[src/logic/cfp_pkg.sv]
// Package: register map, field positions, reset values and timing for the fault/throttle block
package cfp_pkg;
    // ********************************************************************
    // Register offsets
    // ********************************************************************
    localparam logic [7:0] FAULT_FLAGS_OFF = 8'h20;
    localparam logic [7:0] THR_LO_OFF = 8'h22;
    localparam logic [7:0] THR_HI_OFF = 8'h23;

    // ********************************************************************
    // Field positions, fault_flags byte
    // ********************************************************************
    localparam int FF_IN_OV = 7;
    localparam int FF_BAT_OC = 6;
    localparam int FF_IN_OC = 5;
    localparam int FF_SYS_OV = 4;
    localparam int FF_SYS_UV = 3;
    localparam int FF_CONV_OFF = 2;
    localparam int FF_OUT_OV = 1;
    localparam int FF_OUT_UV = 0;

    // ********************************************************************
    // Field positions, throttle_status_control high byte, plus the low-byte regulation bit
    // ********************************************************************
    localparam int TH_EXT_EN = 6;
    localparam int TH_WIDTH_LSB = 4;
    localparam int TH_CLEAR = 3;
    localparam int TH_ASSIST_FAIL = 1;
    localparam int TH_ASSIST_EXIT = 0;
    localparam int TL_VREG = 7;

    // ********************************************************************
    // Reset values
    // ********************************************************************
    localparam logic [7:0] FAULT_FLAGS_RST = 8'h00;
    localparam logic [15:0] THR_RST = 16'hb800;
    localparam logic [1:0] WIDTH_RST = 2'h3;

    // ********************************************************************
    // Timing: clock and pulse widths, plus the restart try limit
    // ********************************************************************
    localparam int CLK_NS = 40;
    localparam int W100US_NS = 100000;
    localparam int W1MS_NS = 1000000;
    localparam int W5MS_NS = 5000000;
    localparam int W10MS_NS = 10000000;
    localparam int W100US_CYC = (W100US_NS + CLK_NS - 1) / CLK_NS;
    localparam int W1MS_CYC = (W1MS_NS + CLK_NS - 1) / CLK_NS;
    localparam int W5MS_CYC = (W5MS_NS + CLK_NS - 1) / CLK_NS;
    localparam int W10MS_CYC = (W10MS_NS + CLK_NS - 1) / CLK_NS;
    localparam int RESTART_TRIES = 7;

    // Host register access strobe group
    typedef struct packed {
        logic rd;
        logic wr;
        logic [7:0] addr;
        logic [7:0] wdata;
    } cfp_acc_t;

    // Detector event group, one-cycle pulses except the sys_ov_active level
    typedef struct packed {
        logic in_ov;
        logic in_oc;
        logic bat_oc;
        logic bat_ov;
        logic sys_ov;
        logic sys_ov_active;
        logic sys_uv_try_fail;
        logic out_ov;
        logic out_uv;
        logic assist_load_fail;
        logic assist_host_exit;
    } cfp_evt_t;
endpackage

[src/logic/cfp_pulse_timer.sv]
// Minimum-width pulse timer for the processor-hot output
`timescale 1ns/1ps
`default_nettype none
module cfp_pulse_timer #(
    parameter int W100US = cfp_pkg::W100US_CYC,
    parameter int W1MS = cfp_pkg::W1MS_CYC,
    parameter int W5MS = cfp_pkg::W5MS_CYC,
    parameter int W10MS = cfp_pkg::W10MS_CYC
) (
    // Clock and reset
    input wire logic clk_in,
    input wire logic rst_n_in,
    // Control
    input wire logic start_in,
    input wire logic [1:0] width_in,
    // Status
    output logic busy_out
);
    logic [23:0] cnt_q;

    // Cycle count per width code
    function automatic logic [23:0] width_cycles(input logic [1:0] code);
        unique case (code)
            2'h0: width_cycles = 24'(W100US);
            2'h1: width_cycles = 24'(W1MS);
            2'h2: width_cycles = 24'(W5MS);
            2'h3: width_cycles = 24'(W10MS);
        endcase
    endfunction

    // Load on a trigger, retrigger extends, then count down
    always_ff @(posedge clk_in or negedge rst_n_in) begin
        if (!rst_n_in) begin
            cnt_q <= 24'h000000;
        end else if (start_in) begin
            cnt_q <= width_cycles(width_in);
        end else if (cnt_q != 24'h000000) begin
            cnt_q <= cnt_q - 24'h000001;
        end
    end

    assign busy_out = (cnt_q != 24'h000000);
endmodule
`default_nettype wire

[src/logic/cfp_status_top.sv]
// Fault flags and processor-hot status/control registers of the charge controller
`timescale 1ns/1ps
`default_nettype none
module cfp_status_top #(
    parameter int W100US = cfp_pkg::W100US_CYC,
    parameter int W1MS = cfp_pkg::W1MS_CYC,
    parameter int W5MS = cfp_pkg::W5MS_CYC,
    parameter int W10MS = cfp_pkg::W10MS_CYC
) (
    // Clock and reset
    input wire logic clk_in,
    input wire logic rst_n_in,
    // Host register access, already decoded from the serial bus
    input wire cfp_pkg::cfp_acc_t acc_in,
    output logic [7:0] rdata_out,
    // Detector events and levels
    input wire cfp_pkg::cfp_evt_t evt_in,
    input wire logic force_converter_off_ctrl_in,
    input wire logic pass_through_mode_in,
    input wire logic batt_overcurrent_enable_in,
    input wire logic adapter_present_in,
    input wire logic voltage_assist_mode_in,
    input wire logic input_volt_reg_profile_en_in,
    input wire logic [6:0] profile_evt_in,
    // Status outputs
    output logic converter_enable_out,
    output logic assist_allowed_out,
    output logic processor_hot_output_n_out
);
    // ********************************************************************
    // State
    // ********************************************************************
    logic [7:0] fault_q;
    logic [7:0] thr_lo_q;
    logic ext_en_q;
    logic [1:0] width_q;
    logic clear_bit_q;
    logic assist_fail_q;
    logic assist_exit_q;
    logic ext_pulse_q;
    logic [2:0] uv_tries_q;
    logic [2:0] assist_tries_q;
    logic [7:0] rdata_q;
    logic rd_ff, rd_lo, wr_ff, wr_hi, wr_lo;
    logic timer_busy;
    logic hot_req;
    logic bat_oc_set;
    logic uv_set;
    logic assist_fail_set;
    logic assist_exit_set;
    logic vreg_set;

    // Access decode
    assign rd_ff = acc_in.rd && (acc_in.addr == cfp_pkg::FAULT_FLAGS_OFF);
    assign rd_lo = acc_in.rd && (acc_in.addr == cfp_pkg::THR_LO_OFF);
    assign wr_ff = acc_in.wr && (acc_in.addr == cfp_pkg::FAULT_FLAGS_OFF);
    assign wr_lo = acc_in.wr && (acc_in.addr == cfp_pkg::THR_LO_OFF);
    assign wr_hi = acc_in.wr && (acc_in.addr == cfp_pkg::THR_HI_OFF);

    // ********************************************************************
    // Event qualification
    // ********************************************************************
    // Pass-through widens the battery flag to overvoltage; there, enable off makes it inert
    assign bat_oc_set = pass_through_mode_in ?
        (batt_overcurrent_enable_in && (evt_in.bat_oc || evt_in.bat_ov)) :
        evt_in.bat_oc;
    assign uv_set = evt_in.sys_uv_try_fail &&
        (uv_tries_q == 3'(cfp_pkg::RESTART_TRIES - 1));
    assign assist_fail_set = voltage_assist_mode_in && evt_in.assist_load_fail &&
        (assist_tries_q == 3'(cfp_pkg::RESTART_TRIES - 1));
    // Any of these ends assist mode, so they all mark an exit
    assign assist_exit_set = voltage_assist_mode_in && (evt_in.assist_host_exit ||
        evt_in.in_ov || evt_in.in_oc || evt_in.sys_ov || evt_in.bat_ov ||
        uv_set || assist_fail_set);

    // Restart-attempt counter for undervoltage; it clears only when the seventh failure sets the flag
    always_ff @(posedge clk_in or negedge rst_n_in) begin
        if (!rst_n_in) begin
            uv_tries_q <= 3'h0;
        end else if (uv_set) begin
            uv_tries_q <= 3'h0;
        end else if (evt_in.sys_uv_try_fail) begin
            uv_tries_q <= uv_tries_q + 3'h1;
        end
    end

    // Consecutive load-failure counter, restarts when assist mode is left
    always_ff @(posedge clk_in or negedge rst_n_in) begin
        if (!rst_n_in) begin
            assist_tries_q <= 3'h0;
        end else if (!voltage_assist_mode_in || assist_fail_set) begin
            assist_tries_q <= 3'h0;
        end else if (evt_in.assist_load_fail) begin
            assist_tries_q <= assist_tries_q + 3'h1;
        end
    end

    // ********************************************************************
    // Fault flags byte
    // ********************************************************************
    // Read-clear bits: a set in the clearing cycle wins so no event is lost
    always_ff @(posedge clk_in or negedge rst_n_in) begin
        if (!rst_n_in) begin
            fault_q <= cfp_pkg::FAULT_FLAGS_RST;
        end else begin
            fault_q[cfp_pkg::FF_IN_OV] <= evt_in.in_ov ||
                (fault_q[cfp_pkg::FF_IN_OV] && !rd_ff);
            fault_q[cfp_pkg::FF_IN_OC] <= evt_in.in_oc ||
                (fault_q[cfp_pkg::FF_IN_OC] && !rd_ff);
            fault_q[cfp_pkg::FF_OUT_OV] <= evt_in.out_ov ||
                (fault_q[cfp_pkg::FF_OUT_OV] && !rd_ff);
            fault_q[cfp_pkg::FF_OUT_UV] <= evt_in.out_uv ||
                (fault_q[cfp_pkg::FF_OUT_UV] && !rd_ff);
            fault_q[cfp_pkg::FF_CONV_OFF] <= force_converter_off_ctrl_in ||
                (fault_q[cfp_pkg::FF_CONV_OFF] && !rd_ff);
            fault_q[cfp_pkg::FF_BAT_OC] <= bat_oc_set ||
                (fault_q[cfp_pkg::FF_BAT_OC] && !rd_ff);
            // Overvoltage holds while present; write 0 or adapter removal clears after
            fault_q[cfp_pkg::FF_SYS_OV] <= evt_in.sys_ov || evt_in.sys_ov_active ||
                (fault_q[cfp_pkg::FF_SYS_OV] && adapter_present_in &&
                 !(wr_ff && !acc_in.wdata[cfp_pkg::FF_SYS_OV]));
            fault_q[cfp_pkg::FF_SYS_UV] <= uv_set ||
                (fault_q[cfp_pkg::FF_SYS_UV] &&
                 !(wr_ff && !acc_in.wdata[cfp_pkg::FF_SYS_UV]));
        end
    end

    // Converter stays off while overvoltage flag is latched
    assign converter_enable_out = !fault_q[cfp_pkg::FF_SYS_OV];

    // ********************************************************************
    // Throttle status/control, high byte
    // ********************************************************************
    // Host control fields
    always_ff @(posedge clk_in or negedge rst_n_in) begin
        if (!rst_n_in) begin
            ext_en_q <= cfp_pkg::THR_RST[8 + cfp_pkg::TH_EXT_EN];
            width_q <= cfp_pkg::WIDTH_RST;
            clear_bit_q <= cfp_pkg::THR_RST[8 + cfp_pkg::TH_CLEAR];
        end else if (wr_hi) begin
            ext_en_q <= acc_in.wdata[cfp_pkg::TH_EXT_EN];
            width_q <= acc_in.wdata[cfp_pkg::TH_WIDTH_LSB +: 2];
            clear_bit_q <= acc_in.wdata[cfp_pkg::TH_CLEAR];
        end else begin
            clear_bit_q <= 1'b1; // A written 0 acts once, then the bit returns idle
        end
    end

    // Assist failure and exit flags; write 0 clears, set wins
    always_ff @(posedge clk_in or negedge rst_n_in) begin
        if (!rst_n_in) begin
            assist_fail_q <= 1'b0;
            assist_exit_q <= 1'b0;
        end else begin
            assist_fail_q <= assist_fail_set || (assist_fail_q &&
                !(wr_hi && !acc_in.wdata[cfp_pkg::TH_ASSIST_FAIL]));
            assist_exit_q <= assist_exit_set || (assist_exit_q &&
                !(wr_hi && !acc_in.wdata[cfp_pkg::TH_ASSIST_EXIT]));
        end
    end

    // Assist mode is locked out while the failure flag stands
    assign assist_allowed_out = !assist_fail_q;

    // ********************************************************************
    // Throttle status, low byte
    // ********************************************************************
    // Profile bits clear on read of this byte; regulation bit clears on write 0
    always_ff @(posedge clk_in or negedge rst_n_in) begin
        if (!rst_n_in) begin
            thr_lo_q <= cfp_pkg::THR_RST[7:0];
        end else begin
            thr_lo_q[6:0] <= profile_evt_in | (thr_lo_q[6:0] & {7{!rd_lo}});
            thr_lo_q[cfp_pkg::TL_VREG] <= vreg_set ||
                (thr_lo_q[cfp_pkg::TL_VREG] &&
                 !(wr_lo && !acc_in.wdata[cfp_pkg::TL_VREG]));
        end
    end

    // Regulation profile trigger: only counts while the profile is enabled
    assign vreg_set = input_volt_reg_profile_en_in && profile_evt_in[6];

    // ********************************************************************
    // Processor-hot pulse generation
    // ********************************************************************
    // Any new throttle cause starts or retriggers the pulse
    assign hot_req = (|profile_evt_in) || assist_exit_set;

    cfp_pulse_timer #(
        .W100US(W100US),
        .W1MS(W1MS),
        .W5MS(W5MS),
        .W10MS(W10MS)
    ) u_timer (
        .clk_in(clk_in),
        .rst_n_in(rst_n_in),
        .start_in(hot_req && !ext_en_q),
        .width_in(width_q),
        .busy_out(timer_busy)
    );

    // Extended pulse holds until pulse-clear is written 0 or extension is turned off; trigger wins over clear
    always_ff @(posedge clk_in or negedge rst_n_in) begin
        if (!rst_n_in) begin
            ext_pulse_q <= 1'b0;
        end else if (hot_req && ext_en_q) begin
            ext_pulse_q <= 1'b1;
        end else if (!clear_bit_q || !ext_en_q) begin
            ext_pulse_q <= 1'b0;
        end
    end

    // Output low while any holder requests it
    assign processor_hot_output_n_out = !(timer_busy || ext_pulse_q || assist_exit_q ||
        (input_volt_reg_profile_en_in && thr_lo_q[cfp_pkg::TL_VREG]));

    // ********************************************************************
    // Read data
    // ********************************************************************
    // Registered read data, unmapped offsets read zero
    always_ff @(posedge clk_in or negedge rst_n_in) begin
        if (!rst_n_in) begin
            rdata_q <= 8'h00;
        end else if (acc_in.rd) begin
            unique case (acc_in.addr)
                cfp_pkg::FAULT_FLAGS_OFF: rdata_q <= fault_q;
                cfp_pkg::THR_LO_OFF: rdata_q <= thr_lo_q;
                cfp_pkg::THR_HI_OFF: rdata_q <= {1'b1, ext_en_q, width_q, clear_bit_q,
                    1'b0, assist_fail_q, assist_exit_q};
                default: rdata_q <= 8'h00;
            endcase
        end
    end
    assign rdata_out = rdata_q;

    // ********************************************************************
    // Checks
    // ********************************************************************
    AST_READ_CLEARS_INOV: assert property (@(posedge clk_in) disable iff (!rst_n_in)
        rd_ff && !evt_in.in_ov |=> !fault_q[cfp_pkg::FF_IN_OV])
        else $error("input overvoltage flag not cleared by read");
    AST_READ_CLEARS_INOC: assert property (@(posedge clk_in) disable iff (!rst_n_in)
        rd_ff && !evt_in.in_oc |=> !fault_q[cfp_pkg::FF_IN_OC])
        else $error("input overcurrent flag not cleared by read");
    AST_OUT_OV_LATCH: assert property (@(posedge clk_in) disable iff (!rst_n_in)
        evt_in.out_ov |=> fault_q[cfp_pkg::FF_OUT_OV])
        else $error("output overvoltage not latched");
    AST_BATTERY_OVERCURRENT_INERT: assert property (@(posedge clk_in) disable iff (!rst_n_in)
        pass_through_mode_in && !batt_overcurrent_enable_in && rd_ff
        |=> !fault_q[cfp_pkg::FF_BAT_OC])
        else $error("battery flag set with enable off in pass-through");
    AST_PTM_BATOV: assert property (@(posedge clk_in) disable iff (!rst_n_in)
        pass_through_mode_in && batt_overcurrent_enable_in && evt_in.bat_ov
        |=> fault_q[cfp_pkg::FF_BAT_OC])
        else $error("battery overvoltage not flagged in pass-through");
    AST_BATTERY_OVERCURRENT_NORMAL: assert property (@(posedge clk_in) disable iff (!rst_n_in)
        !pass_through_mode_in && evt_in.bat_oc |=> fault_q[cfp_pkg::FF_BAT_OC])
        else $error("battery overcurrent not latched");
    AST_SYSOV_CONV_OFF: assert property (@(posedge clk_in) disable iff (!rst_n_in)
        evt_in.sys_ov |=> !converter_enable_out)
        else $error("converter enabled during system overvoltage");
    AST_SYSOV_ACTIVE: assert property (@(posedge clk_in) disable iff (!rst_n_in)
        evt_in.sys_ov_active |=> fault_q[cfp_pkg::FF_SYS_OV] && !converter_enable_out)
        else $error("converter enabled while overvoltage present");
    AST_SYSOV_HOLD: assert property (@(posedge clk_in) disable iff (!rst_n_in)
        fault_q[cfp_pkg::FF_SYS_OV] && adapter_present_in && !wr_ff
        |=> fault_q[cfp_pkg::FF_SYS_OV])
        else $error("overvoltage latch dropped without host clear");
    AST_SYSOV_WR_CLEAR: assert property (@(posedge clk_in) disable iff (!rst_n_in)
        wr_ff && !acc_in.wdata[cfp_pkg::FF_SYS_OV] && !evt_in.sys_ov && !evt_in.sys_ov_active
        |=> converter_enable_out)
        else $error("converter not re-enabled by host clear");
    AST_ADAPTER_CLEAR: assert property (@(posedge clk_in) disable iff (!rst_n_in)
        !adapter_present_in && !evt_in.sys_ov && !evt_in.sys_ov_active
        |=> converter_enable_out)
        else $error("converter not re-enabled on adapter removal");
    AST_UV_ONLY_SEVENTH: assert property (@(posedge clk_in) disable iff (!rst_n_in)
        $rose(fault_q[cfp_pkg::FF_SYS_UV]) |-> $past(uv_tries_q) == 3'h6)
        else $error("undervoltage flag set before seventh failed try");
    AST_UV_STICKY: assert property (@(posedge clk_in) disable iff (!rst_n_in)
        fault_q[cfp_pkg::FF_SYS_UV] && !wr_ff |=> fault_q[cfp_pkg::FF_SYS_UV])
        else $error("undervoltage flag cleared without write");
    AST_UV_WR_CLEAR: assert property (@(posedge clk_in) disable iff (!rst_n_in)
        wr_ff && !acc_in.wdata[cfp_pkg::FF_SYS_UV] && !uv_set
        |=> !fault_q[cfp_pkg::FF_SYS_UV])
        else $error("undervoltage flag not cleared by write");
    AST_CONV_OFF_FLAG: assert property (@(posedge clk_in) disable iff (!rst_n_in)
        force_converter_off_ctrl_in |=> fault_q[cfp_pkg::FF_CONV_OFF])
        else $error("forced-off flag not set");
    AST_PROFILE_READ: assert property (@(posedge clk_in) disable iff (!rst_n_in)
        rd_lo && profile_evt_in == 7'h00 |=> thr_lo_q[6:0] == 7'h00)
        else $error("profile bits not cleared by read");
    AST_PROFILE_LATCH: assert property (@(posedge clk_in) disable iff (!rst_n_in)
        |profile_evt_in |=> (thr_lo_q[6:0] & $past(profile_evt_in)) == $past(profile_evt_in))
        else $error("profile trigger not latched");
    AST_EXT_START: assert property (@(posedge clk_in) disable iff (!rst_n_in)
        hot_req && ext_en_q |=> ext_pulse_q && !processor_hot_output_n_out)
        else $error("extended pulse not started");
    AST_EXT_HOLDS: assert property (@(posedge clk_in) disable iff (!rst_n_in)
        ext_pulse_q && ext_en_q && clear_bit_q |=> !processor_hot_output_n_out)
        else $error("extended pulse released early");
    AST_MIN_WIDTH: assert property (@(posedge clk_in) disable iff (!rst_n_in)
        hot_req && !ext_en_q |=> !processor_hot_output_n_out [*8])
        else $error("throttle pulse shorter than minimum");
    AST_CLEAR_ENDS: assert property (@(posedge clk_in) disable iff (!rst_n_in)
        !clear_bit_q && !hot_req |=> !ext_pulse_q)
        else $error("pulse clear did not end extended pulse");
    AST_CLEAR_IDLE: assert property (@(posedge clk_in) disable iff (!rst_n_in)
        !wr_hi |=> clear_bit_q)
        else $error("pulse clear bit not back to idle");
    AST_ASSIST_SEVENTH: assert property (@(posedge clk_in) disable iff (!rst_n_in)
        $rose(assist_fail_q) |-> $past(assist_tries_q) == 3'h6)
        else $error("assist failure flagged before seventh failure");
    AST_FAIL_LOCK: assert property (@(posedge clk_in) disable iff (!rst_n_in)
        assist_fail_set |=> !assist_allowed_out && assist_exit_q)
        else $error("assist failure did not lock out");
    AST_FAIL_STICKY: assert property (@(posedge clk_in) disable iff (!rst_n_in)
        assist_fail_q && !wr_hi |=> assist_fail_q)
        else $error("assist failure flag cleared without write");
    AST_EXIT_LOW: assert property (@(posedge clk_in) disable iff (!rst_n_in)
        assist_exit_q |-> !processor_hot_output_n_out)
        else $error("output high while exit flag set");
    AST_EXIT_STICKY: assert property (@(posedge clk_in) disable iff (!rst_n_in)
        assist_exit_q && !wr_hi |=> assist_exit_q)
        else $error("assist exit flag cleared without write");
    AST_VREG_STICKY: assert property (@(posedge clk_in) disable iff (!rst_n_in)
        thr_lo_q[cfp_pkg::TL_VREG] && !wr_lo |=> thr_lo_q[cfp_pkg::TL_VREG])
        else $error("regulation status cleared without write");
endmodule
`default_nettype wire

[config.mk]
export PLATFORM = sky130hd
export DESIGN_NAME = cfp_status_top
export DESIGN_NICKNAME = d
export VERILOG_FILES = /design/src/logic/cfp_pkg.sv /design/src/logic/cfp_pulse_timer.sv /design/src/logic/cfp_status_top.sv
export SDC_FILE = /design/constraint.sdc
export NUM_CORES = 1
export LEC_CHECK = 0
export BUFFER_PORTS_ARGS = -buffer_cell sky130_fd_sc_hd__buf_2
export CAP_MARGIN = 5
export CELL_PAD_IN_SITES_DETAIL_PLACEMENT = 0
export CELL_PAD_IN_SITES_GLOBAL_PLACEMENT = 1
export CORE_MARGIN = 1
export CORE_UTILIZATION = 43
export CTS_BUF_LIST = sky130_fd_sc_hd__clkbuf_16
export CTS_CLUSTER_SIZE = 25
export DETAILED_ROUTE_END_ITERATION = 7
export GPL_ROUTABILITY_DRIVEN = 0
export PLACE_DENSITY = 0.79
export SYNTH_ARGS = -nofsm -noshare
export SYNTH_HDL_FRONTEND = slang
export SYNTH_SLANG_ARGS = --single-unit
[constraint.sdc]
create_clock -name clk_in -period 2.99 [get_ports clk_in]
set_input_delay 0.299 -clock clk_in [delete_from_list [all_inputs] [get_ports clk_in]]
set_output_delay 0.299 -clock clk_in [all_outputs]
set_load 0.01 [all_outputs]
* Word-level counts from Yosys, hierarchy flattened
Index checks and enable logic that the tools add are counted.
Word-level totals: memories 0, flip-flop bits (word level) 61, latch bits 0, memory bits (writable) 0, bits in read-only memories 0, output and inout port bits 11, input bits 44, word-level logic and storage cells 118
Cells by class: shift operators 0, order comparisons 0, div/mod/pow operators 0, equal/unequal tests 8, multiplexer cells 12, bitwise operators 2, reductions and logical operators 81, add/sub/neg operators 3, multipliers 0
Operators by type and width (count):
- case mux 24 bit (4 select lines) | 1
- 2-to-1 mux 24 bit | 2
- logical AND 1 bit | 31
- logical OR 1 bit | 25
- equality test 8 x 6 -> 1 bit (second input constant) | 3
- case mux 8 bit (3 select lines) | 1
- nonzero test 24 bit | 1
- subtractor 24 x 1 -> 24 bit (second input constant) | 1
- zero test 1 bit | 18
- 2-to-1 mux 3 bit | 4
- nonzero test 2 bit | 4
- bitwise AND 7 bit | 1
- OR 7 bit | 1
- OR reduction 7 bit | 1
- adder 3 x 1 -> 3 bit (second input constant) | 2
- equality test 3 bit (second input constant) | 2
- equality test 2 bit (second input constant) | 2
- 2-to-1 mux 1 bit | 4
- equality test 2 x 1 -> 1 bit (second input constant) | 1
- zero test 2 bit | 1

* Logic depth before layout (Yosys ltp)
Gate-level depths: netlist of the first run.
depth after elaboration 10, gate-level depth with buffers 9

* Hierarchy
From an unflattened synthesis of the first run, not the netlist that was laid out.
Second synthesis, totals: cells, all modules 309, area total of the unflattened synthesis 3196.8 µm²
Modules (own cells, without submodules):
- cfp_status_top | cells an instance 154, times used 1, area an instance 1740.4 µm²
- cfp_pulse_timer | cells an instance 155, times used 1, area an instance 1456.4 µm²

* Worst setup path before layout of the first run
Ideal clock, no wire load.
kind reg-to-output, from register u_timer.cnt_q[2], to output port processor_hot_output_n_out, arrival 1.959 ns, path buffers 0, setup slack 0.732 ns, cell stages (with the launch flop) 5, data required time 2.691 ns, path through dfrtp_1 -> or3_2 -> nor3_1 -> nand4_1 -> a2111oi_0
On the way: word-level cells in the longest chain between the ends 5
RTL lines:
- start: declaration | RTL line cfp_pulse_timer.sv:19 | logic [23:0] cnt_q;
- start signal: assignment | RTL line cfp_pulse_timer.sv:36 | cnt_q <= width_cycles(width_in);
- start signal: assignment | RTL line cfp_pulse_timer.sv:38 | cnt_q <= cnt_q - 24'h000001;
- nonzero test 24 bit | RTL line cfp_pulse_timer.sv:42 | assign busy_out = (cnt_q != 24'h000000);
- logical OR 1 bit (3 in series) | RTL line cfp_status_top.sv:214 | assign processor_hot_output_n_out = !(timer_busy || ext_pulse_q || assist_exit_q ||
- zero test 1 bit | RTL line cfp_status_top.sv:214
- end: declaration | RTL line cfp_status_top.sv:28 | output logic processor_hot_output_n_out
No other way between the ends.

* Worst setup path after layout of the first run
Same ends and word-level chain as after synthesis.

==> flow_summary.toml, run 1 <==
[critical_path]
cp_max_fo = 7
reg2reg_depth = 7
crit_type = "register to output port"
regToRegStartpoint = "u_timer.cnt_q[0]$_DFFE_PN0P_"
cp-start-kind = "register"
arrival_ns = 2.54
critPathCaptureType = "output port"
cp.required_ns = 2.69
r2r_slack_ns = 0.67
r2r_end = "u_timer.cnt_q[22]$_DFFE_PN0P_"

[clocking]
h-tree-depth = 3
post_cts_buffers = 0
clk_latency_ns = 0.32
clockRootBuffer = "clkbuf_16"
cts_tree = "done"
cts_sinks = 61
clock_path_buffers = 2
clk_pin_slew_ns = 0.05
cts_buffers = 9

[synth]
ys_warn_count = 0
synth_cells = 321
synth_edf_count = 0
avgSynthCellArea_um2 = 9.78
synth.top_cell.area_share_pct = 46.2
ys_seq_area_share_pct = 48.7
yosysTopAreaCell = "dfrtp_1"
synth_area_mm2 = 0.00314
synth_flop_cell = "dfrtp_1"
synth.distinct_cells = 48
postSynth.asyncResetShare_pct = 100
ys_ff_latch = 61
synth_nets = 376
synth.area.top_cells = "dfrtp_1 (46%), o21ai_0 (4.6%), ha_1 (4.4%)"

[power]
power_density_mw_per_mm2 = 562
p_sw_uw = 521
switching_share_pct = 24.4
pwr-share-seq_pct = 42.8
p_leak_nw = 1.65
p_int_mw = 1.61
peakVddDrop_mv = 0.309
pwr-share-comb_pct = 11.2
p_clk_share_pct = 46.0

[floorplanning]
row_count = 30
dieWidth_um = 87.4
io_pins = 55
die-height_um = 87.4
die_area_mm2 = 0.00765
core_mm2 = 0.00691
start_util_pct = 45.5

[final_layout]
final_common_cell = "dfrtp_1"
seqCellArea_mm2 = 0.00153
fin_nets = 434
n_fill_cell = 661
drive_gt1_share_pct = 23.2
diodes = 0
areaGrowthSynthToFinish_pct = 20.9
final_cell_mix = "dfrtp_1 (58), buf_2 (53), nand2_1 (32)"
multi_input_area_mm2 = 0.00149

[sta]
finalSetupViolations = 0
min_period_over_period_pct = 95.1
slew_headroom_pct = 66.9
drv_slew = 0
timing.final.ws_setup_ns = 0.147
whs_ns = 0.154
setup_tns_ns = 0
timing_hold_violations_final = 0
rsz0062_at_grt = "false"
min_period_ns = 2.84
max_freq_ghz = 0.352
worst_pin_slew_ns = 0.484
skew_ns = 0.00309

[placed_design]
dp_worst_setup_slack_ns = 0.497
dp_hpwl_um = 5050
io_buffers = 53

[global_routing]
grt_usage_pct = 20.6
grt_pass1_vias = 2424
antenna_found_initial = 0
grt_pass1_wl_um = 11800
grt_max_degree = 62
overflow = 0

[min_path]
holdPathEnd = "fault_q[1]$_DFF_PN0_"
min_from = "evt_in[3]"
hold_depth = 2
hp-class = "primary input to register"

[route]
drtIter0Drc = 128
dr.pass1.iters = 5
wirelength_um = 6960
drc = 0
wl_per_cell_um = 14.5
vias_per_cell = 5.23
ant_nets = 0
num_vias = 2512

[run]
max_cap_viol_count = 0

[status]
run_status = "complete, no violations"
-- critical path, cell delays in order, from the launching register on --
cell and delay, ns:
dfrtp_1 0.44, or3_2 0.49, nor3_1 0.28, nand4_1 0.25
a2111oi_0 0.54, buf_2 0.22
-- registers in the layout, indices dropped and copies added (netlist names) --
name / count
u_timer.cnt_q: 24
fault_q: 8
rdata_out: 8
thr_lo_q: 8
assist_tries_q: 3
uv_tries_q: 3
width_q: 2
assist_exit_q: 1
assist_fail_q: 1
clear_bit_q: 1
ext_en_q: 1
ext_pulse_q: 1
-- synth_stat cells (2+ instances only) --
master    number
nor3_1        11
dfrtp_1       58
nor4_1         6
clkbuf_1       6
nand4_1        3
nand3b_1       2
o22ai_1       10
dfstp_2        3
mux2_2         4
nand4b_1       2
a21o_1        11
xor2_1         4
o211ai_1       2
or3_2          2
mux2i_1        8
or2_2          3
xnor2_1       11
nand3_1        7
a21oi_1       16
or4_1          6
ha_1          11
o21ai_0       29
or3_1          5
nand2_1       32
buf_6          2
nor2_1        21
inv_1         19
and2_1         4
o31ai_1        4
-- stage by stage --
stage	power, mW	utilization, %	area [um2]	std cells
2_1_floorplan	1.07	-	3140	321
3_3_place_gp	1.16	50.7	3500	463
3_5_place_dp	1.17	50.7	3500	463
4_1_cts	2.15	54.9	3790	480
5_1_grt	2.24	54.9	3790	480
6_report	2.13	54.9	3790	480
-- repair_timing --
action,4_1_cts,5_1_grt
resized for setup,0,0
hold buffers,1,0
endpoints found under the hold margin,24,0
-- power groups by stage --
stage	Combinational, mW	Clock (mW)	Sequential [mW]
global route	0.278	1.04	0.920
finish	0.239	0.981	0.914
detailed placement	0.239	0	0.927
CTS	0.242	0.998	0.914
floorplan	0.151	0	0.919
global placement	0.235	0	0.926
-- worst max path at each step --
| stage | end | slack, ns | depth (start not counted) | from |
|---|---|---|---|---|
| after floorplan | processor_hot_output_n_out | 0.73 | 4 | u_timer.cnt_q[2]$_DFFE_PN0P_ |
| after global placement | processor_hot_output_n_out | 0.52 | 5 | u_timer.cnt_q[2]$_DFFE_PN0P_ |
| after detailed placement | processor_hot_output_n_out | 0.50 | 5 | u_timer.cnt_q[2]$_DFFE_PN0P_ |
| after CTS | processor_hot_output_n_out | 0.12 | 5 | u_timer.cnt_q[2]$_DFFE_PN0P_ |
| after global routing | processor_hot_output_n_out | 0.004 | 5 | u_timer.cnt_q[2]$_DFFE_PN0P_ |
| final | processor_hot_output_n_out | 0.15 | 5 | u_timer.cnt_q[2]$_DFFE_PN0P_ |
-- logic make-up after synthesis --
family	Yosys count	share of synthesized area, %
fa+ha+maj	11	4.38
simple gates	116	20.1
flops	61	48.7
compound gates	78	14.7
xor+xnor	15	4.18
buf+inv	28	3.87
mux	12	3.99
-- layer usage --
metal / GRT usage [%] / share of wire [%] / vias to the layer above
met5: 0 / 0 / -
met4: 7.15 / 0.69 / 0
met3: 4.55 / 4.4 / 4
met2: 30.0 / 45 / 45
met1: 30.2 / 49 / 1197
li1: - / - / 1266
-- final cells by class --
| class | instances | share of cell area [%] |
|---|---|---|
| Multi-Input combinational cell | 232 | 39.2 |
| Timing Repair Buffer | 56 | 7.98 |
| Sequential cell | 61 | 40.3 |
| Clock buffer | 9 | 5.93 |
| Clock inverter | 7 | 1.52 |
| Tap cell | 96 | 3.17 |
| Inverter | 19 | 1.88 |
Power figures use the tool's default switching activity.
==> inputs of run 2 (changes only) <==
--- a/constraint.sdc
+++ b/constraint.sdc
@@ -3,2 +3,2 @@
 set_output_delay 0.299 -clock clk_in [all_outputs]
-set_load 0.01 [all_outputs]
+set_load 0.02 [all_outputs]
==> flow_summary.toml, run 2 (synthesis results as in run 1) <==
[floorplanning]
die_area_mm2 = 0.00765
start_util_pct = 45.5
core_mm2 = 0.00691
die-height_um = 87.4
dieWidth_um = 87.4
row_count = 30
io_pins = 55

[placed_design]
io_buffers = 53
dp_worst_setup_slack_ns = 0.455
dp_hpwl_um = 5070

[clocking]
cts_buffers = 9
h-tree-depth = 3
clk_latency_ns = 0.32
cts_sinks = 61
clockRootBuffer = "clkbuf_16"
post_cts_buffers = 0
clock_path_buffers = 2
cts_tree = "done"
cts_hold_buffers = 0
clk_pin_slew_ns = 0.05
cts_resized = 0

[route]
ant_nets = 0
drtIter0Drc = 83
wl_per_cell_um = 14.3
wirelength_um = 6840
vias_per_cell = 5.26
dr.pass1.iters = 4
drc = 0
num_vias = 2512

[sta]
max_freq_ghz = 0.360
timing.final.ws_setup_ns = 0.213
skew_ns = 0.00754
setup_tns_ns = 0
timing_hold_violations_final = 0
drv_slew = 0
min_period_over_period_pct = 92.9
finalSetupViolations = 0
min_period_ns = 2.78
slew_headroom_pct = 49.4
worst_pin_slew_ns = 0.758
rsz0062_at_grt = "false"

[final_layout]
diodes = 0
final_cell_mix = "dfrtp_1 (58), buf_2 (53), nand2_1 (32)"
drive_gt1_share_pct = 23.3
final_common_cell = "dfrtp_1"
top_register = "u_timer.cnt_q"
fin_nets = 433
areaGrowthSynthToFinish_pct = 20.3
largest_reg_flops = 24
n_fill_cell = 652

[status]
run_status = "complete, no violations"

[critical_path]
cp.required_ns = 2.69
cp_max_fo = 7
critPathLaunch = "u_timer.cnt_q[2]$_DFFE_PN0P_"
cp-start-kind = "register"
crit_type = "register to output port"
regToRegStartpoint = "u_timer.cnt_q[0]$_DFFE_PN0P_"
arrival_ns = 2.48
critPathCaptureType = "output port"

[global_routing]
overflow = 0
grt_usage_pct = 19.8
antenna_found_initial = 0
grt_pass1_wl_um = 11300
grt_pass1_vias = 2344
grt_max_degree = 62

[power]
p_leak_nw = 1.63
peakVddDrop_mv = 0.285
power_density_mw_per_mm2 = 563

[min_path]
hp-class = "primary input to async pin"

[run]
max_cap_viol_count = 0
==> run 2: changes by cell type in the layout (fill, tap and decap cells not counted), sizes merged <==
cell	delta
inv	-1
clkinv	-1
clkinvlp	+1
dlygate4sd3	-1
==> run 2: power breakdown <==
group | switching (mW) | internal (mW) | total (mW)
Clock | 0.344 | 0.630 | 0.974
Sequential | 0.0396 | 0.874 | 0.914
Combinational | 0.132 | 0.104 | 0.236
Total | 0.516 | 1.61 | 2.12
==> run 2: path summary, 6_finish.rpt <==
path / end / slack, ns / depth (start not counted)
worst max-delay path: processor_hot_output_n_out / 0.21 / 5
worst min-delay path: u_timer.cnt_q[18]$_DFFE_PN0P_ / 0.12 / 2
worst max register to register: u_timer.cnt_q[22]$_DFFE_PN0P_ / 0.67 / 7
worst min register to register: thr_lo_q[1]$_DFF_PN0_ / 0.47 / 1
max in group asynchronous: uv_tries_q[1]$_DFFE_PN0P_ / 2.36 / 2
min in group clk_in: fault_q[1]$_DFF_PN0_ / 0.15 / 2
==> run 2: area by class of cell <==
type	instances	area (um2)	area share, %
clock buffer	9	225	5.96
multi-input combinational	232	1490	39.6
timing repair buffer	55	280	7.42
inverter	19	71.3	1.89
tap	96	120	3.18
clock inverter	6	55.1	1.46
sequential	61	1530	40.5
==> run 2: routing by layer <==
layer | vias up | track usage (%) | wire, um
met2 | 46 | 29.0 | 3070
met1 | 1195 | 28.9 | 3420
li1 | 1261 | - | -
met5 | - | 0 | 0
met3 | 10 | 3.13 | 239
met4 | 0 | 8.49 | 114
==> run 2: through the flow <==
step | std cells | cell area, um2 | power (mW) | utilization, % | hold slack [ns]
5_1_grt | 478 | 3780 | 2.23 | 54.7 | 0.148
3_3_place_gp | 463 | 3490 | 1.16 | 50.5 | 0.456
2_1_floorplan | 321 | 3140 | 1.07 | - | 0.00341
6_report | 478 | 3780 | 2.12 | 54.7 | 0.118
4_1_cts | 478 | 3770 | 2.15 | 54.6 | 0.145
3_5_place_dp | 463 | 3490 | 1.17 | 50.5 | 0.462
==> run 2: worst max-delay path, cell delays in order (launching register included) <==
cell and delay, ns:
dfrtp_1 0.44, or3_2 0.49, nor3_1 0.28, nand4_1 0.29, a2111oi_2 0.44, buf_2 0.23
==> inputs of run 3 (changes only) <==
CORE_UTILIZATION = 35   (was 43)
PLACE_DENSITY = 0.66   (was 0.79)
==> flow_summary.toml, run 3 (synthesis results as in run 1) <==
[status]
run_status = "complete, no violations"

[sta]
timing_hold_violations_final = 0
min_period_ns = 2.70
min_period_over_period_pct = 90.4
rsz0062_at_grt = "false"
skew_ns = 0.00378
slew_headroom_pct = 68.4
finalSetupViolations = 0
setup_tns_ns = 0
drv_slew = 0
max_freq_ghz = 0.370
worst_pin_slew_ns = 0.469

[critical_path]
r2r_slack_ns = 0.62
regToRegStartpoint = "u_timer.cnt_q[0]$_DFFE_PN0P_"
r2r_end = "u_timer.cnt_q[22]$_DFFE_PN0P_"
cp_max_fo = 7
reg2reg_depth = 7
cp.required_ns = 2.69
arrival_ns = 2.40
crit_type = "register to output port"
critPathCaptureType = "output port"
cp-start-kind = "register"

[global_routing]
globalRouteMet2Util_pct = 26.3
grt_usage_pct = 17.5
grt.busiest_layer = "met2"
grt_util_met3_pct = 5.42
antenna_found_initial = 0
grt_util_met1_pct = 23.9
grt_pass1_wl_um = 12800
grt_pass1_vias = 2551
overflow = 0
grt_max_degree = 62

[floorplanning]
io_pins = 55
core_mm2 = 0.00872
die-height_um = 96.7
start_util_pct = 36.0
row_count = 34
dieWidth_um = 96.7
die_area_mm2 = 0.00935

[min_path]
hp-class = "primary input to register"
min_from = "evt_in[5]"
hold_depth = 3
holdPathEnd = "fault_q[4]$_DFF_PN0_"

[power]
peakVddDrop_mv = 0.273
p_leak_nw = 1.68
fin_total_pwr_mw = 2.43
power_density_mw_per_mm2 = 625

[clocking]
cts_buffers = 9
clock_path_buffers = 2
h-tree-depth = 3
clk_latency_ns = 0.33
clk_pin_slew_ns = 0.05
cts_hold_buffers = 1
post_cts_buffers = 0
clockRootBuffer = "clkbuf_16"
cts_tree = "done"
cts_resized = 0
cts_sinks = 61

[final_layout]
final_cell_mix = "dfrtp_1 (58), buf_2 (53), nand2_1 (32)"
final_common_cell = "dfrtp_1"
areaGrowthSynthToFinish_pct = 24.0
largest_reg_flops = 24
n_fill_cell = 881
drive_gt1_share_pct = 23.4
fin_nets = 434
top_register = "u_timer.cnt_q"
diodes = 0

[route]
dr.pass1.iters = 4
wl_per_cell_um = 15.2
wirelength_um = 7480
vias_per_cell = 5.17
drtIter0Drc = 104
ant_nets = 0
drc = 0
num_vias = 2544

[run]
max_cap_viol_count = 0

[placed_design]
dp_hpwl_um = 5380
io_buffers = 53
## run 3: final cells by class
class	instances	area, um2	share of cell area [%]
multi-input combinational	232	1490	38.2
sequential	61	1530	39.3
inverter	19	71.3	1.83
clock inverter	7	139	3.57
clock buffer	9	225	5.79
tap	108	135	3.47
timing repair buffer	56	303	7.78
## run 3: worst max-delay path by stage
stage / slack [ns] / start / end / depth (start not counted)
2_1_floorplan: 0.28 / u_timer.cnt_q[2]$_DFFE_PN0P_ / processor_hot_output_n_out / 4
3_3_place_gp: 0.65 / u_timer.cnt_q[0]$_DFFE_PN0P_ / u_timer.cnt_q[22]$_DFFE_PN0P_ / 7
3_5_place_dp: 0.62 / u_timer.cnt_q[0]$_DFFE_PN0P_ / u_timer.cnt_q[22]$_DFFE_PN0P_ / 7
4_1_cts: 0.30 / u_timer.cnt_q[2]$_DFFE_PN0P_ / processor_hot_output_n_out / 5
5_1_grt: 0.003 / u_timer.cnt_q[2]$_DFFE_PN0P_ / processor_hot_output_n_out / 5
6_report: 0.29 / u_timer.cnt_q[2]$_DFFE_PN0P_ / processor_hot_output_n_out / 5
## run 3: worst max-delay path, cell delays in order, from the launching register on
cell       delay, ns
dfrtp_1         0.44
or3_2           0.50
nor3_1          0.25
nand4_1         0.22
a2111oi_0       0.42
buf_2           0.25
## run 3: per-layer routing
| layer | vias up | routed length, um |
|---|---|---|
| li1 | 1257 | - |
| met1 | 1219 | 3700 |
| met2 | 58 | 3330 |
| met3 | 10 | 337 |
| met4 | 0 | 110 |
| met5 | - | 0 |
## run 3: metrics by stage
stage / setup WS (ns) / instance area (um2) / std cells / hold WS [ns] / util [%]
3_3_place_gp: 0.648 / 3520 / 475 / 0.343 / 40.3
4_1_cts: 0.303 / 3890 / 492 / 0.136 / 44.6
2_1_floorplan: 0.281 / 3140 / 321 / 0.00341 / -
5_1_grt: 0.00304 / 3890 / 492 / 0.147 / 44.6
3_5_place_dp: 0.616 / 3520 / 475 / 0.341 / 40.3
6_report: 0.287 / 3890 / 492 / 0.147 / 44.6
## run 3: power breakdown
group / total (mW) / switching [mW] / internal (mW) / leakage [nW]
clock network: 1.27 / 0.379 / 0.895 / 0.173
logic: 0.241 / 0.134 / 0.107 / 0.780
registers: 0.915 / 0.0416 / 0.874 / 0.723
